==> config.mk <==
export PLATFORM = sky130hd
export DESIGN_NAME = tsc_top
export DESIGN_NICKNAME = d
export VERILOG_FILES = /design/src/rtl/tsc_pkg.sv /design/src/rtl/tsc_top.sv
export SDC_FILE = /design/constraint.sdc
export NUM_CORES = 1
export LEC_CHECK = 0
export BUFFER_PORTS_ARGS = -buffer_cell sky130_fd_sc_hd__buf_2
export CAP_MARGIN = 20
export CORE_MARGIN = 10
export CORE_UTILIZATION = 57
export DETAILED_ROUTE_END_ITERATION = 12
export PLACE_DENSITY = 0.92
export REMOVE_ABC_BUFFERS = 1
export SLEW_MARGIN = 20
export SYNTH_ARGS = -nofsm -noshare
export SYNTH_HDL_FRONTEND = slang
export SYNTH_SLANG_ARGS = --single-unit
export TNS_END_PERCENT = 1
==> constraint.sdc <==
create_clock -name mclk_in -period 4.7 [get_ports mclk_in]
set_clock_uncertainty 0.05 [all_clocks]
set_input_delay 0.235 -clock mclk_in [delete_from_list [all_inputs] [get_ports mclk_in]]
set_output_delay 0.235 -clock mclk_in [all_outputs]
set_load 0.02 [all_outputs]
==> src/rtl/tsc_pkg.sv <==
// package for the traffic statistics counter bank
// assumes one 20 MHz clock and an AXI4-Lite master outside
package tsc_pkg;
	// bus widths
	localparam int unsigned TSC_ADDR_W = 18;
	localparam int unsigned TSC_DATA_W = 32;
	localparam int unsigned TSC_NUM_CNT = 3;
	// byte offsets of the counters
	localparam logic [17:0] TSC_OFS_RX_BRG = 18'h29908;
	localparam logic [17:0] TSC_OFS_MSG_TLP = 18'h2990C;
	localparam logic [17:0] TSC_OFS_DMA_TLP = 18'h29910;
	// offset table, entry i belongs to counter i
	localparam logic [2:0][17:0] TSC_OFS_TABLE = {TSC_OFS_DMA_TLP, TSC_OFS_MSG_TLP, TSC_OFS_RX_BRG};
	// counter indices
	localparam int unsigned TSC_IDX_RX = 0;
	localparam int unsigned TSC_IDX_MSG = 1;
	localparam int unsigned TSC_IDX_DMA = 2;
	// counter values
	localparam logic [31:0] TSC_CNT_RESET = 32'h00000000;
	localparam logic [31:0] TSC_CNT_ONE = 32'h00000001;
	localparam logic [31:0] TSC_CNT_MAX = 32'hFFFFFFFF;
	// highest legal maintenance read transaction id (191)
	localparam logic [7:0] TSC_TID_MAX = 8'hBF;
	// bus response codes
	localparam logic [1:0] TSC_RESP_OKAY = 2'h0;
	localparam logic [1:0] TSC_RESP_SLVERR = 2'h2;
	// class of a packet arriving on the bridging path
	typedef enum logic [2:0] {
		TSC_RX_OTHER = 3'b000,
		TSC_RX_NWRITE_R_RESP = 3'b001,
		TSC_RX_DOORBELL_RESP = 3'b010,
		TSC_RX_MAINT_WR_RESP = 3'b011,
		TSC_RX_MAINT_RD_RESP = 3'b100
	} tsc_rx_kind_t;
	// one received bridging packet, valid for one cycle
	typedef struct packed {
		logic valid;
		tsc_rx_kind_t kind;
		logic [7:0] tid;
	} tsc_rx_evt_t;
endpackage : tsc_pkg

==> src/rtl/tsc_top.sv <==
// bank of three saturating clear-on-read statistics counters
// assumes event pulses synchronous to mclk_in and an AXI4-Lite master
//
// Operation
// RL1 - count received bridging packets not via engines
// RL2 - skip NWRITE_R, doorbell, maintenance write responses
// RL3 - skip maintenance read responses with tid above 191
// RL4 - count TLPs sent by messaging engine
// RL5 - count TLPs sent by block DMA engine
// RL6 - counters saturate at all ones
// RL7 - reset zero, read returns value, then clears
// RL8 - event during clearing read leaves one
`timescale 1ns/1ps
module tsc_top (
	input wire logic mclk_in,
	input wire logic rst_in,
	input wire tsc_pkg::tsc_rx_evt_t rx_evt_in,
	input wire logic msg_tlp_in,
	input wire logic dma_tlp_in,
	input wire logic [tsc_pkg::TSC_ADDR_W-1:0] s_axi_awaddr_in,
	input wire logic [2:0] s_axi_awprot_in,
	input wire logic s_axi_awvalid_in,
	output logic s_axi_awready_out,
	input wire logic [tsc_pkg::TSC_DATA_W-1:0] s_axi_wdata_in,
	input wire logic [3:0] s_axi_wstrb_in,
	input wire logic s_axi_wvalid_in,
	output logic s_axi_wready_out,
	output logic [1:0] s_axi_bresp_out,
	output logic s_axi_bvalid_out,
	input wire logic s_axi_bready_in,
	input wire logic [tsc_pkg::TSC_ADDR_W-1:0] s_axi_araddr_in,
	input wire logic [2:0] s_axi_arprot_in,
	input wire logic s_axi_arvalid_in,
	output logic s_axi_arready_out,
	output logic [tsc_pkg::TSC_DATA_W-1:0] s_axi_rdata_out,
	output logic [1:0] s_axi_rresp_out,
	output logic s_axi_rvalid_out,
	input wire logic s_axi_rready_in
);
	import tsc_pkg::*;

	// counter storage and next values
	logic [31:0] cnt_reg [TSC_NUM_CNT];
	logic [31:0] cnt_next [TSC_NUM_CNT];
	// per-counter event and clear strobes
	logic [TSC_NUM_CNT-1:0] evt;
	logic [TSC_NUM_CNT-1:0] clr;
	// read and write address hits
	logic [TSC_NUM_CNT-1:0] rd_hit;
	logic [TSC_NUM_CNT-1:0] wr_hit;
	// rx packet filtering
	logic rx_skip;
	logic rx_counted;

	// write channel state
	logic aw_got_reg;
	logic aw_got_next;
	logic w_got_reg;
	logic w_got_next;
	logic aw_hit_reg;
	logic aw_hit_next;
	logic awready_reg;
	logic awready_next;
	logic wready_reg;
	logic wready_next;
	logic bvalid_reg;
	logic bvalid_next;
	logic [1:0] bresp_reg;
	logic [1:0] bresp_next;
	// read channel state
	logic arready_reg;
	logic arready_next;
	logic rvalid_reg;
	logic rvalid_next;
	logic [31:0] rdata_reg;
	logic [31:0] rdata_next;
	logic [1:0] rresp_reg;
	logic [1:0] rresp_next;
	// handshake strobes
	logic aw_fire;
	logic w_fire;
	logic ar_fire;

	assign aw_fire = s_axi_awvalid_in && awready_reg;
	assign w_fire = s_axi_wvalid_in && wready_reg;
	assign ar_fire = s_axi_arvalid_in && arready_reg;

	// classify the received bridging packet
	always_comb begin
		rx_skip = 1'b0;
		unique case (rx_evt_in.kind)
			// response types never counted
			TSC_RX_NWRITE_R_RESP, TSC_RX_DOORBELL_RESP, TSC_RX_MAINT_WR_RESP: begin
				rx_skip = 1'b1; // RL2
			end
			// out-of-range tid is an error, not counted
			TSC_RX_MAINT_RD_RESP: begin
				rx_skip = (rx_evt_in.tid > TSC_TID_MAX); // RL3
			end
			// ordinary bridged packets and unknown codes count
			default: begin
				rx_skip = 1'b0;
			end
		endcase
		rx_counted = rx_evt_in.valid && !rx_skip; // RL1
	end

	// gather event strobes into one vector
	always_comb begin
		evt = '0;
		evt[TSC_IDX_RX] = rx_counted; // RL1
		evt[TSC_IDX_MSG] = msg_tlp_in; // RL4
		evt[TSC_IDX_DMA] = dma_tlp_in; // RL5
	end

	// address decode, word aligned, low two bits ignored
	generate
		for (genvar d = 0; d < TSC_NUM_CNT; d++) begin : g_dec
			assign rd_hit[d] = (s_axi_araddr_in[17:2] == TSC_OFS_TABLE[d][17:2]);
			assign wr_hit[d] = (s_axi_awaddr_in[17:2] == TSC_OFS_TABLE[d][17:2]);
		end
	endgenerate

	// a read that is taken clears the counter it hits
	assign clr = rd_hit & {TSC_NUM_CNT{ar_fire}}; // RL7

	// one saturating clear-on-read counter per entry
	generate
		for (genvar i = 0; i < TSC_NUM_CNT; i++) begin : g_cnt
			// next value: clear wins over hold, event survives clear
			always_comb begin
				cnt_next[i] = cnt_reg[i];
				if (clr[i]) begin
					// old value goes out on rdata, event kept
					cnt_next[i] = evt[i] ? TSC_CNT_ONE : TSC_CNT_RESET; // RL8
				end else if (evt[i] && (cnt_reg[i] != TSC_CNT_MAX)) begin
					// stop at all ones, never wrap
					cnt_next[i] = cnt_reg[i] + TSC_CNT_ONE; // RL6
				end
			end

			// register the counter
			always_ff @(posedge mclk_in or posedge rst_in) begin
				if (rst_in) begin
					cnt_reg[i] <= TSC_CNT_RESET; // RL7
				end else begin
					cnt_reg[i] <= cnt_next[i];
				end
			end

		end
	endgenerate

	// write channel: writes have no effect, answered after both parts
	always_comb begin
		aw_got_next = aw_got_reg || aw_fire;
		w_got_next = w_got_reg || w_fire;
		aw_hit_next = aw_fire ? (|wr_hit) : aw_hit_reg;
		bvalid_next = bvalid_reg;
		bresp_next = bresp_reg;
		if (bvalid_reg && s_axi_bready_in) begin
			// response taken
			bvalid_next = 1'b0;
		end
		if (aw_got_next && w_got_next && !bvalid_reg) begin
			// both halves in, issue the response
			bvalid_next = 1'b1;
			bresp_next = aw_hit_next ? TSC_RESP_OKAY : TSC_RESP_SLVERR;
			aw_got_next = 1'b0;
			w_got_next = 1'b0;
		end
		awready_next = !aw_got_next && !bvalid_next;
		wready_next = !w_got_next && !bvalid_next;
	end

	// register write channel state
	always_ff @(posedge mclk_in or posedge rst_in) begin
		if (rst_in) begin
			aw_got_reg <= 1'b0;
			w_got_reg <= 1'b0;
			aw_hit_reg <= 1'b0;
			awready_reg <= 1'b0;
			wready_reg <= 1'b0;
			bvalid_reg <= 1'b0;
			bresp_reg <= TSC_RESP_OKAY;
		end else begin
			aw_got_reg <= aw_got_next;
			w_got_reg <= w_got_next;
			aw_hit_reg <= aw_hit_next;
			awready_reg <= awready_next;
			wready_reg <= wready_next;
			bvalid_reg <= bvalid_next;
			bresp_reg <= bresp_next;
		end
	end

	// read channel: one read at a time, data one cycle after address
	always_comb begin
		rvalid_next = rvalid_reg;
		rdata_next = rdata_reg;
		rresp_next = rresp_reg;
		if (rvalid_reg && s_axi_rready_in) begin
			// data taken
			rvalid_next = 1'b0;
		end
		if (ar_fire) begin
			// capture the old counter value
			rvalid_next = 1'b1;
			rdata_next = TSC_CNT_RESET;
			for (int k = 0; k < TSC_NUM_CNT; k++) begin
				if (rd_hit[k]) begin
					rdata_next = cnt_reg[k]; // RL7
				end
			end
			// unmapped reads return zero and an error
			rresp_next = (|rd_hit) ? TSC_RESP_OKAY : TSC_RESP_SLVERR;
		end
		arready_next = !rvalid_next;
	end

	// register read channel state
	always_ff @(posedge mclk_in or posedge rst_in) begin
		if (rst_in) begin
			arready_reg <= 1'b0;
			rvalid_reg <= 1'b0;
			rdata_reg <= TSC_CNT_RESET;
			rresp_reg <= TSC_RESP_OKAY;
		end else begin
			arready_reg <= arready_next;
			rvalid_reg <= rvalid_next;
			rdata_reg <= rdata_next;
			rresp_reg <= rresp_next;
		end
	end

	// outputs straight from flip-flops
	assign s_axi_awready_out = awready_reg;
	assign s_axi_wready_out = wready_reg;
	assign s_axi_bvalid_out = bvalid_reg;
	assign s_axi_bresp_out = bresp_reg;
	assign s_axi_arready_out = arready_reg;
	assign s_axi_rvalid_out = rvalid_reg;
	assign s_axi_rdata_out = rdata_reg;
	assign s_axi_rresp_out = rresp_reg;
endmodule : tsc_top

==> run metrics <==
initial antenna violation count=0; die area=18700 um^2; vias in the first global route=7036; number of synthesized flops with an enable pin=0; I/O pins=140; drt pass-1 iters=6; routed len/inst=19.4 um; YS warnings=0; H-tree Lvls=4; minimum clock period=2.71 ns; die width=137 um; Root Driver=clkbuf_16; Seq. cell area=3450 um^2; CTS buffer count=17; WP data arrival=2.98 ns; Detail Placement HPWL=14700 um; Port Buffer Count=85; largest net degree at the start of global routing=95; Max clock buf depth=2; Pwr Total=0.00346 W; Post-Syn Area per Cell=9.14 um^2; routed wire length=21500 um; Slew Limit Headroom=25.5%; die span in y=137 um; final worst-path cycle share=57.7%; synth-to-layout area growth=14.1%; Post-synth top flop=dfrtp_1; worst slew pin tran=1.11 ns; commonest non-fill, non-tap cell in the layout=dfrtp_1; layout cells sized above 1=19.2%; Worst VDD drop=0.259 mV; most frequent cells in the layout=138 x dfrtp_1, 103 x nor2_1, 85 x buf_2; CTS sink cnt=138; global route overflow=0; # diodes=0; Initial Util=58.3%; core area=13300 um^2; ANT nets after route=0; Largest register FFs=96; DRT iter0 DRCs=909; row count=42; filler instances=1016; first-pass GRT wire length=35200 um; Clk Latency, worst-skew pair=0.43 ns; setup TNS=0 ns; Worst EP required=4.97 ns; Global Route Usage Sum=23.3%; residual DRC count=0; vias=7294; CP Max Fanout=34; status=completed; Critical Path Sink Type=register; multi-input logic area=4050 um^2; Final Wtd Congestion=0.913; final-stage net count=1019; Worst-path clk slew=0.06 ns; flop-to-flop setup slack=2.01 ns; CTS tree=yes; Mapped Area=7750 um^2; RSZ-0062 raised after global routing=false; max cap viols=0; Startpoint Class=input pin; count of final setup violators=0; worst hold path class=in -> reg; Leak=3.69 nW; f_max=369 MHz; Final Max Tran Viols=0; distinct cell type count after synthesis=64; Syn Inst Count=848; Hold Vio Cnt, Final=0; power per cell area=392 nW/um^2; FFs w/ async S/R, synth=100%; vias per cell=6.59; register area share after synthesis=44.6%; FF+latch count, synth=138; critical path class=in -> reg
-- area by class of cell --
class | instances | area share [%]
multi-input combinational | 654 | 45.8
clock inverter | 6 | 0.694
timing repair buffer | 94 | 5.63
tap | 176 | 2.49
inverter | 12 | 0.566
sequential | 138 | 39.1
clock buffer | 26 | 5.76
-- routing by layer --
| layer | GRT usage (%) | wire, um | up-vias |
|---|---|---|---|
| li1 | - | - | 3322 |
| met4 | 10.9 | 712 | 0 |
| met2 | 38.1 | 10700 | 422 |
| met3 | 4.25 | 1840 | 71 |
| met1 | 29.1 | 8250 | 3479 |
| met5 | 0 | 0 | - |
-- worst paths after layout --
path | from | to | depth (start not counted)
hold / removal | s_axi_awaddr_in[8] | aw_hit_reg | 3
setup / recovery | s_axi_araddr_in[5] | cnt_reg[47] | 7
max in group asynchronous | rst_in | cnt_reg[88] | 4
setup reg to reg | cnt_reg[46] | cnt_reg[34] | 6
min in group asynchronous | rst_in | s_axi_bvalid_out | 3
hold reg to reg | aw_hit_reg | aw_hit_reg | 2
-- critical path, stage by stage --
cell,delay (ns)
buf_2,0.10
or4_4,0.54
nor4_4,0.46
and2_1,0.19
buf_4,0.35
and3_1,0.83
o21ba_2,0.26
-- stage by stage --
step	hold slack [ns]	area, um^2	setup WS [ns]	utilization (%)	cells
final	0.0291	8840	1.99	66.5	1106
after global routing	0.0588	8840	1.85	66.5	1106
after CTS	0.0283	8830	1.86	66.4	1106
after detailed placement	0.404	8240	1.65	62.0	1072
after global placement	0.404	8240	1.65	62.0	1072
after floorplan	0.311	7540	0.719	-	804
-- Yosys cell counts, types with 2 or more instances --
master | number | area, um^2
nor3_1 | 8 | 40.0
nand4_1 | 31 | 194
a221oi_1 | 32 | 280
nor4_1 | 10 | 62.6
dfrtp_1 | 138 | 3450
and2_1 | 6 | 37.5
and3_1 | 17 | 106
o311ai_0 | 2 | 17.5
or3_1 | 50 | 313
buf_2 | 15 | 75.1
a211o_2 | 2 | 20.0
or4_1 | 23 | 173
nor2b_1 | 4 | 25.0
o21ai_0 | 50 | 250
a211oi_1 | 8 | 60.1
mux2i_1 | 7 | 70.1
nand2b_1 | 4 | 25.0
xor2_1 | 5 | 43.8
or4_4 | 2 | 22.5
a21oi_1 | 59 | 295
clkbuf_1 | 24 | 90.1
nor4_4 | 3 | 63.8
o211ai_1 | 13 | 97.6
o41ai_1 | 2 | 17.5
nand3_1 | 49 | 245
or2_2 | 6 | 37.5
buf_4 | 5 | 37.5
o31ai_1 | 12 | 90.1
mux2_2 | 30 | 338
nand4_2 | 2 | 25.0
ha_1 | 3 | 37.5
nand2_1 | 63 | 236
inv_1 | 12 | 45.0
nand4b_1 | 3 | 26.3
and4_1 | 8 | 70.1
xnor2_1 | 10 | 87.6
nor2_1 | 103 | 387
-- where the power goes --
group	switching [W]	internal [W]	leakage, nW
clock network	0.000499	0.000796	0.280
registers	0.000181	0.00136	1.75
logic	0.000385	0.000242	1.65
-- cell families after synthesis --
logic type,count (synthesis),share of synthesized area [%]
compound gates,193,16.0
xor+xnor,15,1.70
fa+ha+maj,3,0.484
buf+inv,57,3.34
flops,138,44.6
mux,37,5.26
other cells,1,0.0484
simple gates,404,28.6
-- repair_timing --
action / CTS / global route
hold endpoints to repair: 94 / 0
buffers inserted: 0 / 0
hold buffers: 2 / 0
resized for setup: 0 / 0
Note: power is estimated with default switching activity, not from simulation.
